**src/shared/cmfr_pkg.sv**
```systemverilog
package cmfr_pkg;

    // Register byte offsets
    localparam logic [11:0] REG_CTRL = 12'h000;
    localparam logic [11:0] REG_MODE = 12'h004;
    localparam logic [11:0] REG_RX_STATUS = 12'h008;
    localparam logic [11:0] REG_IRQ_STATUS = 12'h00C;
    localparam logic [11:0] BUF_BASE = 12'h100;
    localparam logic [11:0] BUF_LAST = 12'h1FC;

    // Control register fields
    localparam int CTRL_MULTI_BIT = 0;
    localparam int CTRL_START_BIT = 1;
    localparam int CTRL_IDLE_BIT = 2;
    // Mode register fields
    localparam int MODE_PROTO_LSB = 0;
    localparam int MODE_RATE_LSB = 2;
    localparam int MODE_FAST_INV_BIT = 4;
    localparam logic [1:0] PROTO_TYPE_B = 2'h1;
    localparam logic [1:0] PROTO_VICINITY = 2'h2;
    localparam logic [1:0] VIC_RATE_26K = 2'h2;
    localparam logic [1:0] VIC_RATE_53K = 2'h3;
    // Status register fields
    localparam int RXS_FRAMES_LSB = 0;
    localparam int RXS_STATE_LSB = 4;
    localparam int RXS_CFG_FAULT_BIT = 8;
    localparam int IRQ_RX_BIT = 0;

    // Buffer geometry
    localparam int SLOT_BYTES = 32;
    localparam int MAX_FRAMES = 8;
    localparam int MAX_PAYLOAD = 28;
    localparam int BUF_WORDS = SLOT_BYTES * MAX_FRAMES / 4;
    localparam logic [2:0] STATUS_WORD_IDX = 3'h7;
    localparam logic [5:0] PAYLOAD_LIMIT = 6'h1C;
    localparam logic [7:0] LEN_LIMIT = 8'h1C;
    localparam logic [5:0] CNT_SAT = 6'h3F;
    localparam logic [3:0] FRAMES_MAX = 4'h8;

    // Receiver off time between frames
    localparam int CLK_PERIOD_PS = 25000;
    localparam int CARRIER_PERIOD_PS = 73746;
    localparam int GAP_MIN_CARRIER = 2;
    localparam int GAP_MAX_NS = 2000;
    localparam int GAP_MIN_CYC = (GAP_MIN_CARRIER * CARRIER_PERIOD_PS
        + CLK_PERIOD_PS - 1) / CLK_PERIOD_PS;
    localparam int GAP_MAX_CYC = GAP_MAX_NS * 1000 / CLK_PERIOD_PS;
    localparam logic [3:0] GAP_LOAD = 4'(GAP_MIN_CYC - 1);

    localparam logic [1:0] RESP_OKAY = 2'h0;
    localparam logic [1:0] RESP_SLVERR = 2'h2;

    // Symbol stream from the demodulator
    typedef struct packed {
        logic valid;
        logic [7:0] data;
        logic frame_end;
        logic crc_err;
        logic proto_err;
        logic collision;
    } cmfr_rx_sym_s;

    // Slot status word, bytes 28..31 of a slot
    typedef struct packed {
        logic [18:0] rsvd_hi;
        logic length_fault_flag;
        logic combined_rx_error_flag;
        logic collision_flag;
        logic short_frame_flag;
        logic integrity_error_flag;
        logic [1:0] rsvd_lo;
        logic [5:0] byte_count;
    } cmfr_slot_status_s;

    typedef enum logic [1:0] {
        st_idle,
        st_recv,
        st_gap,
        await_send_state
    } cmfr_state_e;

endpackage : cmfr_pkg

```
**src/core/cmfr_multi_frame_rx.sv**
```systemverilog
// The AXI4-Lite register port and the placing of the registers were left to the implementer.
`timescale 1ns/10ps
`default_nettype none
module cmfr_multi_frame_rx
    import cmfr_pkg::*;
(
    input wire logic clk,
    input wire logic rst_n,
    input wire logic ce,
    input wire logic s_axi_awvalid,
    output logic s_axi_awready,
    input wire logic [11:0] s_axi_awaddr,
    input wire logic s_axi_wvalid,
    output logic s_axi_wready,
    input wire logic [31:0] s_axi_wdata,
    input wire logic [3:0] s_axi_wstrb,
    output logic s_axi_bvalid,
    input wire logic s_axi_bready,
    output logic [1:0] s_axi_bresp,
    input wire logic s_axi_arvalid,
    output logic s_axi_arready,
    input wire logic [11:0] s_axi_araddr,
    output logic s_axi_rvalid,
    input wire logic s_axi_rready,
    output logic [31:0] s_axi_rdata,
    output logic [1:0] s_axi_rresp,
    input wire cmfr_rx_sym_s rx_sym,
    output logic rx_enable,
    output logic rx_irq_flag,
    output logic await_send
);
    cmfr_state_e state_r;
    logic [31:0] buf_rd;
    logic multi_frame_receive_mode;
    logic [4:0] mode_r;
    logic cfg_fault_r;
    logic rx_irq_r;
    logic [3:0] frame_cnt_r;
    logic [3:0] frames_done_r;
    logic [5:0] cnt_r;
    logic [7:0] len_r;
    logic [3:0] gap_r;
    logic rx_en_r;
    logic [11:0] aw_addr_r;
    logic aw_ok_r;
    logic [31:0] w_data_r;
    logic [3:0] w_strb_r;
    logic w_ok_r;
    logic bvalid_r;
    logic [1:0] bresp_r;
    logic rvalid_r;
    logic [31:0] rdata_r;
    logic [1:0] rresp_r;
    logic wr_fire;
    logic rd_fire;
    logic start_cmd;
    logic idle_cmd;
    logic irq_clr;
    logic cfg_ok;
    logic byte_in;
    logic frame_done;
    logic len_over_now;
    logic store_byte;
    logic [2:0] slot;
    logic [5:0] byte_word;
    logic [5:0] status_word;
    logic last_frame;
    logic [1:0] proto;
    logic [1:0] rate;
    cmfr_slot_status_s status;

    assign proto = mode_r[MODE_PROTO_LSB +: 2];
    assign rate = mode_r[MODE_RATE_LSB +: 2];
    // Vicinity accepts only the 26k rate code, or the 53k code with the fast-inventory bit set
    assign cfg_ok = (proto != PROTO_VICINITY)
        || (rate == VIC_RATE_26K)
        || (rate == VIC_RATE_53K && mode_r[MODE_FAST_INV_BIT]);

    // Bus handshakes
    assign s_axi_awready = !aw_ok_r && !bvalid_r;
    assign s_axi_wready = !w_ok_r && !bvalid_r;
    assign s_axi_bvalid = bvalid_r;
    assign s_axi_bresp = bresp_r;
    assign s_axi_arready = !rvalid_r;
    assign s_axi_rvalid = rvalid_r;
    assign s_axi_rdata = rdata_r;
    assign s_axi_rresp = rresp_r;
    assign wr_fire = aw_ok_r && w_ok_r && !bvalid_r;
    assign rd_fire = s_axi_arvalid && !rvalid_r;

    assign start_cmd = wr_fire && aw_addr_r == REG_CTRL && w_strb_r[0]
        && w_data_r[CTRL_START_BIT];
    assign idle_cmd = wr_fire && aw_addr_r == REG_CTRL && w_strb_r[0]
        && w_data_r[CTRL_IDLE_BIT];
    assign irq_clr = wr_fire && aw_addr_r == REG_IRQ_STATUS && w_strb_r[0]
        && w_data_r[IRQ_RX_BIT];

    always_ff @(posedge clk or negedge rst_n)
    begin
        if (!rst_n)
        begin
            aw_ok_r <= 1'b0;
            aw_addr_r <= '0;
            w_ok_r <= 1'b0;
            w_data_r <= '0;
            w_strb_r <= '0;
            bvalid_r <= 1'b0;
            bresp_r <= RESP_OKAY;
        end
        else if (ce)
        begin
            if (s_axi_awvalid && s_axi_awready)
            begin
                aw_ok_r <= 1'b1;
                aw_addr_r <= s_axi_awaddr;
            end
            if (s_axi_wvalid && s_axi_wready)
            begin
                w_ok_r <= 1'b1;
                w_data_r <= s_axi_wdata;
                w_strb_r <= s_axi_wstrb;
            end
            if (wr_fire)
            begin
                aw_ok_r <= 1'b0;
                w_ok_r <= 1'b0;
                bvalid_r <= 1'b1;
                // Buffer is read-only to software
                bresp_r <= (aw_addr_r == REG_CTRL || aw_addr_r == REG_MODE
                    || aw_addr_r == REG_IRQ_STATUS) ? RESP_OKAY : RESP_SLVERR;
            end
            else if (bvalid_r && s_axi_bready)
                bvalid_r <= 1'b0;
        end
    end

    always_ff @(posedge clk or negedge rst_n)
    begin
        if (!rst_n)
        begin
            multi_frame_receive_mode <= 1'b0;
            mode_r <= '0;
        end
        else if (ce && wr_fire && w_strb_r[0])
        begin
            if (aw_addr_r == REG_CTRL)
                multi_frame_receive_mode <= w_data_r[CTRL_MULTI_BIT];
            if (aw_addr_r == REG_MODE)
                mode_r <= w_data_r[4:0];
        end
    end

    always_ff @(posedge clk or negedge rst_n)
    begin
        if (!rst_n)
        begin
            rvalid_r <= 1'b0;
            rdata_r <= '0;
            rresp_r <= RESP_OKAY;
        end
        else if (ce)
        begin
            if (rd_fire)
            begin
                rvalid_r <= 1'b1;
                rresp_r <= RESP_OKAY;
                rdata_r <= '0;
                if (s_axi_araddr >= BUF_BASE && s_axi_araddr <= BUF_LAST)
                    rdata_r <= buf_rd;
                else
                case (s_axi_araddr)
                    REG_CTRL:
                        rdata_r[CTRL_MULTI_BIT] <= multi_frame_receive_mode;
                    REG_MODE:
                        rdata_r[4:0] <= mode_r;
                    REG_RX_STATUS:
                    begin
                        rdata_r[RXS_FRAMES_LSB +: 4] <= frames_done_r;
                        rdata_r[RXS_STATE_LSB +: 2] <= state_r;
                        rdata_r[RXS_CFG_FAULT_BIT] <= cfg_fault_r;
                    end
                    REG_IRQ_STATUS:
                        rdata_r[IRQ_RX_BIT] <= rx_irq_r;
                    default:
                        rresp_r <= RESP_SLVERR;
                endcase
            end
            else if (rvalid_r && s_axi_rready)
                rvalid_r <= 1'b0;
        end
    end

    // Frame assembly
    assign byte_in = state_r == st_recv && rx_sym.valid;
    assign frame_done = state_r == st_recv && rx_sym.frame_end;
    assign len_over_now = (cnt_r == '0) ? rx_sym.data > LEN_LIMIT
        : len_r > LEN_LIMIT;
    assign store_byte = byte_in && cnt_r < PAYLOAD_LIMIT
        && !len_over_now;
    assign slot = frame_cnt_r[2:0];
    assign byte_word = {slot, cnt_r[4:2]};
    assign status_word = {slot, STATUS_WORD_IDX};
    assign last_frame = !multi_frame_receive_mode
        || frame_cnt_r == FRAMES_MAX - 4'h1;

    cmfr_status_pack u_status (
        .byte_count(cnt_r),
        .len_byte(len_r),
        .crc_err(rx_sym.crc_err),
        .proto_err(rx_sym.proto_err),
        .collision(rx_sym.collision),
        .status(status)
    );

    always_ff @(posedge clk or negedge rst_n)
    begin
        if (!rst_n)
        begin
            cnt_r <= '0;
            len_r <= '0;
        end
        else if (ce)
        begin
            if (frame_done || start_cmd || state_r != st_recv)
            begin
                cnt_r <= '0;
                len_r <= '0;
            end
            else if (byte_in)
            begin
                if (cnt_r == '0)
                    len_r <= rx_sym.data;
                if (cnt_r != CNT_SAT)
                    cnt_r <= cnt_r + 6'h1;
            end
        end
    end

    // Memory without reset; unused bytes stay stale
    // One byte array per lane, so each has a single writer
    genvar lane;
    generate
        for (lane = 0; lane < 4; lane++)
        begin : g_lane
            logic [7:0] lane_mem [BUF_WORDS];
            always_ff @(posedge clk)
            begin
                if (ce && store_byte && cnt_r[1:0] == 2'(lane))
                    lane_mem[byte_word] <= rx_sym.data;
                else if (ce && frame_done)
                    lane_mem[status_word] <= status[lane*8 +: 8];
            end
            assign buf_rd[lane*8 +: 8] = lane_mem[s_axi_araddr[7:2]];
        end
    endgenerate

    // Sequencer
    always_ff @(posedge clk or negedge rst_n)
    begin
        if (!rst_n)
        begin
            state_r <= st_idle;
            rx_en_r <= 1'b0;
            gap_r <= '0;
            frame_cnt_r <= '0;
            frames_done_r <= '0;
            cfg_fault_r <= 1'b0;
        end
        else if (ce)
        begin
            if (idle_cmd)
            begin
                state_r <= st_idle;
                rx_en_r <= 1'b0;
                frames_done_r <= frame_cnt_r;
            end
            else if (start_cmd)
            begin
                cfg_fault_r <= !cfg_ok;
                frame_cnt_r <= '0;
                frames_done_r <= '0;
                if (cfg_ok)
                begin
                    state_r <= st_recv;
                    rx_en_r <= 1'b1;
                end
            end
            else
            case (state_r)
                st_recv:
                    if (frame_done)
                    begin
                        rx_en_r <= 1'b0;
                        frame_cnt_r <= frame_cnt_r + 4'h1;
                        if (last_frame)
                        begin
                            state_r <= await_send_state;
                            frames_done_r <= frame_cnt_r + 4'h1;
                        end
                        else
                        begin
                            state_r <= st_gap;
                            gap_r <= GAP_LOAD;
                        end
                    end
                st_gap:
                    if (gap_r == '0)
                    begin
                        state_r <= st_recv;
                        rx_en_r <= 1'b1;
                    end
                    else
                        gap_r <= gap_r - 4'h1;
                default:
                    rx_en_r <= 1'b0;
            endcase
        end
    end

    // Set wins over a same-cycle clear
    always_ff @(posedge clk or negedge rst_n)
    begin
        if (!rst_n)
            rx_irq_r <= 1'b0;
        else if (ce)
        begin
            if (frame_done)
                rx_irq_r <= 1'b1;
            else if (irq_clr)
                rx_irq_r <= 1'b0;
        end
    end

    assign rx_enable = rx_en_r;
    assign rx_irq_flag = rx_irq_r;
    assign await_send = state_r == await_send_state;
endmodule : cmfr_multi_frame_rx
`default_nettype wire

```
**src/core/cmfr_status_pack.sv**
```systemverilog
`timescale 1ns/10ps
`default_nettype none
module cmfr_status_pack
    import cmfr_pkg::*;
(
    input wire logic [5:0] byte_count,
    input wire logic [7:0] len_byte,
    input wire logic crc_err,
    input wire logic proto_err,
    input wire logic collision,
    output cmfr_slot_status_s status
);
    logic len_over;
    logic short_frame;

    assign len_over = len_byte > LEN_LIMIT;
    assign short_frame = {2'h0, byte_count} < len_byte;

    always_comb
    begin
        status = '0;
        status.byte_count = byte_count;
        status.integrity_error_flag = crc_err;
        status.short_frame_flag = proto_err | short_frame;
        status.collision_flag = collision;
        status.combined_rx_error_flag = crc_err | proto_err | short_frame
            | collision;
        status.length_fault_flag = len_over | short_frame;
    end
endmodule : cmfr_status_pack
`default_nettype wire

```
**config.mk**
```make
export PLATFORM = sky130hd
export DESIGN_NAME = cmfr_multi_frame_rx
export DESIGN_NICKNAME = d
export VERILOG_FILES = /design/src/shared/cmfr_pkg.sv /design/src/core/cmfr_multi_frame_rx.sv /design/src/core/cmfr_status_pack.sv
export SDC_FILE = /design/constraint.sdc
export NUM_CORES = 2
export LEC_CHECK = 0
export BUFFER_PORTS_ARGS = -buffer_cell sky130_fd_sc_hd__buf_4
export CAP_MARGIN = 15
export CORE_MARGIN = 8
export CORE_UTILIZATION = 57
export CTS_CLUSTER_DIAMETER = 50
export CTS_CLUSTER_SIZE = 20
export DETAILED_ROUTE_END_ITERATION = 8
export PLACE_DENSITY = 0.76
export SYNTH_ARGS = -nofsm -noshare
export SYNTH_HDL_FRONTEND = slang
export SYNTH_HIERARCHICAL = 1
export SYNTH_SLANG_ARGS = --single-unit
export TNS_END_PERCENT = 10
```
**constraint.sdc**
```tcl
create_clock -name clk -period 3.25 [get_ports clk]
set_input_delay 0.1625 -clock clk [delete_from_list [all_inputs] [get_ports clk]]
set_output_delay 0.1625 -clock clk [all_outputs]
set_load 0.03 [all_outputs]
```
# Word-level counts from Yosys, hierarchy flattened
# Memories as Yosys holds them, arrays and structs flattened.
# Index checks and enable logic that the tools add are counted.
# totals
ff_bits	95
ram_bits	2048
in_bits	81
elab_cells	234
n_memories	4
# op_classes
add_sub_neg	3
magnitude_cmp	6
n_eq_ne	23
n_mux	82
bitwise_logic	7
n_reduce_logical	88
# memory_table
name	words	word_bits	read_ports	rd_clocked_by_memory_dff	wr	line_no	source
g_lane[0].lane_mem	64	8	1	0	1	cmfr_multi_frame_rx.sv:245	logic [7:0] lane_mem [BUF_WORDS];
g_lane[1].lane_mem	64	8	1	0	1	cmfr_multi_frame_rx.sv:245	
g_lane[2].lane_mem	64	8	1	0	1	cmfr_multi_frame_rx.sv:245	
g_lane[3].lane_mem	64	8	1	0	1	cmfr_multi_frame_rx.sv:245	
# op_table
operator	count
two-way mux 8 bit	7
two-way mux 6 bit	8
two-way mux 4 bit	11
two-way mux 1 bit	41
equality test 12 x 4 -> 1 bit, second input constant	3
OR reduction 8 bit	4
logical AND 1 bit	30
equality test 12 x 3 -> 1 bit, second input constant	2
logical NOT 12 bit	2
two-way mux 23 bit	1
AND reduction 2 bit	11
nonzero test 2 bit	11
two-way mux 2 bit	9
greater-than comparator 8 x 5 -> 1 bit, second input constant	2
case mux 4 bit (2 select lines)	2
equality test 2 bit, second input constant	6
greater-or-equal comparator 12 x 9 -> 1 bit, second input constant	1
less-or-equal comparator 12 x 9 -> 1 bit, second input constant	1
AND reduction 4 bit	3
AND reduction 3 bit	3
nonzero test 3 bit	3
less-than comparator 6 x 8 -> 1 bit	1
inequality test 2 bit, second input constant	4
inequality test 4 bit, second input constant	2
23 further kinds	41

# Longest topological paths before layout
# logic_depth
ltp_word	10
ltp_mapped	9
mapped_depth_nobuf	7

# By module
# Netlist, hierarchy kept.
# modules_own_cells
module	n_inst	cells_per_inst	area_each_um2
cmfr_multi_frame_rx	1	4018	84631.2
cmfr_status_pack	1	52	391.6

# Worst setup path before layout
# OpenSTA, ideal clock, no wires.
# synth_timing
path_kind	reg2reg
from	register cnt_r[4]
to	memory g_lane[2].lane_mem[0][2] (data pin)
arrival_ps	2981
required_time_ps	2898
slack_ps	-83
stages_incl_launch_ff	9
path_buffers	3
period_less_slack_ps	3333
path_cell_list	dfrtp_1 -> buf_2 -> or3_1 -> buf_2 -> nor3b_4 -> mux2i_2 -> buf_6 -> a31oi_4 -> mux2_1
# synth_between
elab_chain_len	10
word_cells_on_any_way	12
classes_between	1 x order compare; 4 x mux; 7 x reduce/logical
# synth_rtl
item	line_no	source
start: declaration	cmfr_multi_frame_rx.sv:40	logic [5:0] cnt_r;
start signal: assignment	cmfr_multi_frame_rx.sv:234	cnt_r <= cnt_r + 6'h1;
parallel branches: the longest is 3 deep, another holds less-than comparator 6 x 5 -> 1 bit	-	
logical AND 1 bit *	cmfr_multi_frame_rx.sv:199	&& !len_over_now;
logical AND 1 bit * (2 in a row)	cmfr_multi_frame_rx.sv:248	if (ce && store_byte && cnt_r[1:0] == 2'(lane))
two-way mux 1 bit *	cmfr_multi_frame_rx.sv:248	
two-way mux 1 bit (not written as such) *	cmfr_multi_frame_rx.sv:251	lane_mem[status_word] <= status[lane*8 +: 8];
OR reduction 8 bit (no line) *	-	
two-way mux 8 bit (no line) *	-	
end: declaration	cmfr_multi_frame_rx.sv:245	
# Mark *: on every way between the ends.

# Worst setup path after layout
# layout_timing
from	register cnt_r[4]
to	memory g_lane[3].lane_mem[15][0] (enable)
# layout_between
elab_chain_len	10
word_cells_on_any_way	15
classes_between	1 x order compare; 7 x mux; 7 x reduce/logical
# layout_rtl
item	line_no
parallel branches: the longest is 10 deep, another holds less-than comparator 6 x 5 -> 1 bit	-
end: declaration	cmfr_multi_frame_rx.sv:245
# Parallel ways; which one is timed is not known.

==> flow_summary.yaml <==
clock_tree:
  cts_sinks: 2141
  insertion_delay_ps: 810
  cts_buffer_depth: 3
  cts_max_level: 4
  cts_buffers: 148
  clk_pin_slew_ps: 70
  cts_tree: "done"
  cts-root-buf: "clkbuf_16"
min_path:
  hold_class: "in -> async"
logic_synthesis:
  async_flop_share_pct: 4.34
  yosysSeqAreaShare_pct: 75.1
  synth.avg_cell_area_um2: 20.9
  synth_top_flop_cell: "edfxtp_1"
  synth_cell_types: 81
  yosys_warnings: 6
  syn_area_um2: 85000
  synth_seq_cells: 2141
  syn_inst: 4070
  synth_edf_count: 2048
timing:
  fmax_ghz: 0.317
  rsz0062_at_grt: "false"
  min_period_over_period_pct: 97.0
  relSlewSlack_pct: 15.6
  finalSetupViolCount: 0
  min_period_ps: 3150
  tns_ps: 0
  fin_ws_ps: 96.7
  finalHoldViolations: 0
  fin_hold_ws_ps: 9.26
  finClkSkew_ps: 38.1
  slew_viol_final: 0
  tightest_slew_ps: 1260
power:
  switchingPower_mw: 13.2
  p_int_mw: 42.4
  ir_worst_vdd_mv: 0.576
  p_seq_share_pct: 56.1
  p_total_mw: 55.6
  combPwrFrac_pct: 9.1
  p_per_area_nw_per_um2: 572
  p_leak_nw: 31.5
  switching_share_pct: 23.7
  pwr-share-clk_pct: 34.8
job:
  cap_violations: 0
placed_design:
  routabilityCongestion: 0.871
  dp_hpwl_mm: 133
  post-place-ws_ps: -11.9
  port_buffers: 92
route:
  vias_per_cell: 6.74
  ant_nets: 0
  drtIter0Drc: 6691
  drc: 0
  wire_per_inst_um: 32.4
  dr.pass1.iters: 8
  routed_wirelength_mm: 216
  vias: 44986
critical_path:
  cp-endpoint: "g_lane[3].lane_mem[15][0]"
  reg2reg_depth: 7
  regToRegSetupSlack_ps: 100
  crit_arrival_ps: 3640
  crit_required_ps: 3740
  rr_endpoint: "g_lane[3].lane_mem[15][0]"
  endpoint_kind: "flip-flop"
  startpoint_type: "flip-flop"
  r2r-start: "cnt_r[4]"
  startpoint: "cnt_r[4]"
  critical_path_class: "reg -> reg"
  crit_fanout: 9
floorplanning:
  die_x_um: 402
  die_h_um: 402
  initial_utilization_pct: 57.5
  dieArea_um2: 162000
  ios: 125
  coreArea_um2: 148000
  num_rows: 141
global_routing:
  antenna_found_initial: 5
  grt_usage_pct: 26.4
  grt_pass1_vias: 45159
  grt_max_degree: 70
  grt_pass1_wl_mm: 313
  grt_overflow: 0
finish:
  nets: 4725
  mostFrequentLayoutCells: "edfxtp_1 (2048), buf_4 (570), mux4_2 (552)"
  syn2layout_area_growth_pct: 14.3
  final_common_cell: "edfxtp_1"
  drive_gt1_share_pct: 32.5
  fillers: 9266
run_status:
  status: "finished, final reports clean"
==> Yosys cell counts (all sizes together) (28+ instances only) <==
| cell | n | area share (%) |
|---|---|---|
| a21oi | 41 | 0.24 |
| nand3 | 28 | 0.16 |
| a32oi | 30 | 0.31 |
| mux4 | 552 | 15 |
| a211oi | 39 | 0.35 |
| nand2 | 122 | 0.54 |
| clkbuf | 151 | 0.67 |
| nor2 | 46 | 0.20 |
| buf | 154 | 1.1 |
| edfxtp | 2048 | 72 |
| a22oi | 34 | 0.30 |
| o21ai | 34 | 0.20 |
| nor3 | 233 | 1.4 |
| mux2i | 94 | 1.1 |
| mux2 | 79 | 1.0 |
| dfrtp | 93 | 2.7 |
==> power by group through the flow <==
stage | logic (mW) | clock network [mW] | registers (mW)
6_report | 5.09 | 19.3 | 31.2
3_3_place_gp | 4.73 | 0 | 31.8
2_1_floorplan | 2.79 | 0 | 31.7
3_5_place_dp | 4.87 | 0 | 31.8
5_1_grt | 5.32 | 20.4 | 31.2
4_1_cts | 5.02 | 19.5 | 31.2
==> state kept, by name, summed over array words and instances (netlist names), 2 cells and up <==
name and flops:
g_lane.lane_mem 2048, s_axi_rdata 32, aw_addr_r 12, len_r 8
cnt_r 6, mode_r 5, w_data_r 5, frame_cnt_r 4
frames_done_r 4, gap_r 4, state_r 2
==> stage by stage <==
stage	cell area [µm²]	util, %	instances
2_1_floorplan	85100	-	4091
3_3_place_gp	91600	61.9	6350
3_5_place_dp	91600	61.9	6350
4_1_cts	97100	65.7	6665
5_1_grt	97100	65.7	6668
6_report	97100	65.7	6673
==> how the worst min path moves through the flow <==
stage | endpoint | slack, ps | cells after the start
5_1_grt | aw_addr_r[6] | 30 | 2
3_3_place_gp | aw_addr_r[6] | 290 | 1
4_1_cts | frame_cnt_r[2] | 9 | 2
6_report | aw_addr_r[4] | 9 | 2
2_1_floorplan | aw_addr_r[0] | -130 | 0
3_5_place_dp | aw_addr_r[7] | 300 | 1
==> layout make-up <==
type / count / area, µm² / area share (%)
Antenna cell: 5 / 12.5 / 0.0129
Clock buffer: 169 / 3940 / 4.06
Clock inverter: 89 / 965 / 0.993
Inverter: 18 / 67.6 / 0.0696
Multi-Input combinational cell: 1627 / 19800 / 20.4
Sequential cell: 2141 / 63800 / 65.7
Tap cell: 1930 / 2410 / 2.49
Timing Repair Buffer: 694 / 6100 / 6.28
==> cell families (layout without fill, tap and decap cells) <==
logic type,after synthesis,count (layout),share of synthesized area (%)
xor+xnor,5,5,0.0515
flops,2141,2141,75.1
compound gates,328,328,2.91
buf+inv,323,970,1.81
fa+ha+maj,14,14,0.206
simple gates,532,532,3.17
mux,725,725,16.8
other cells,2,28,0.00883
==> critical path: stages, from the launching register on <==
cell,delay (ps)
dfrtp_1,380
or3_2,530
nor3b_4,320
mux2i_4,370
buf_6,230
a31oi_2,320
a211oi_1,450
buf_4,260
==> what timing repair did <==
action | 4_1_cts | 5_1_grt
buffers inserted | 0 | 3
hold buffers | 57 | 0
cloned | 0 | 0
resized for setup | 4 | 7
hold endpoints to repair | 155 | 0
setup endpoints to repair | 115 | 486
pin swaps | 0 | 2
==> routing by layer <==
layer	global-route usage, %	vias up	wire length [µm]
met2	42.3	2949	105000
met5	0	-	13
met4	9.90	2	9110
li1	-	18158	-
met3	6.35	507	25300
met1	35.8	23370	77300
(Power assumes the default switching activity.)
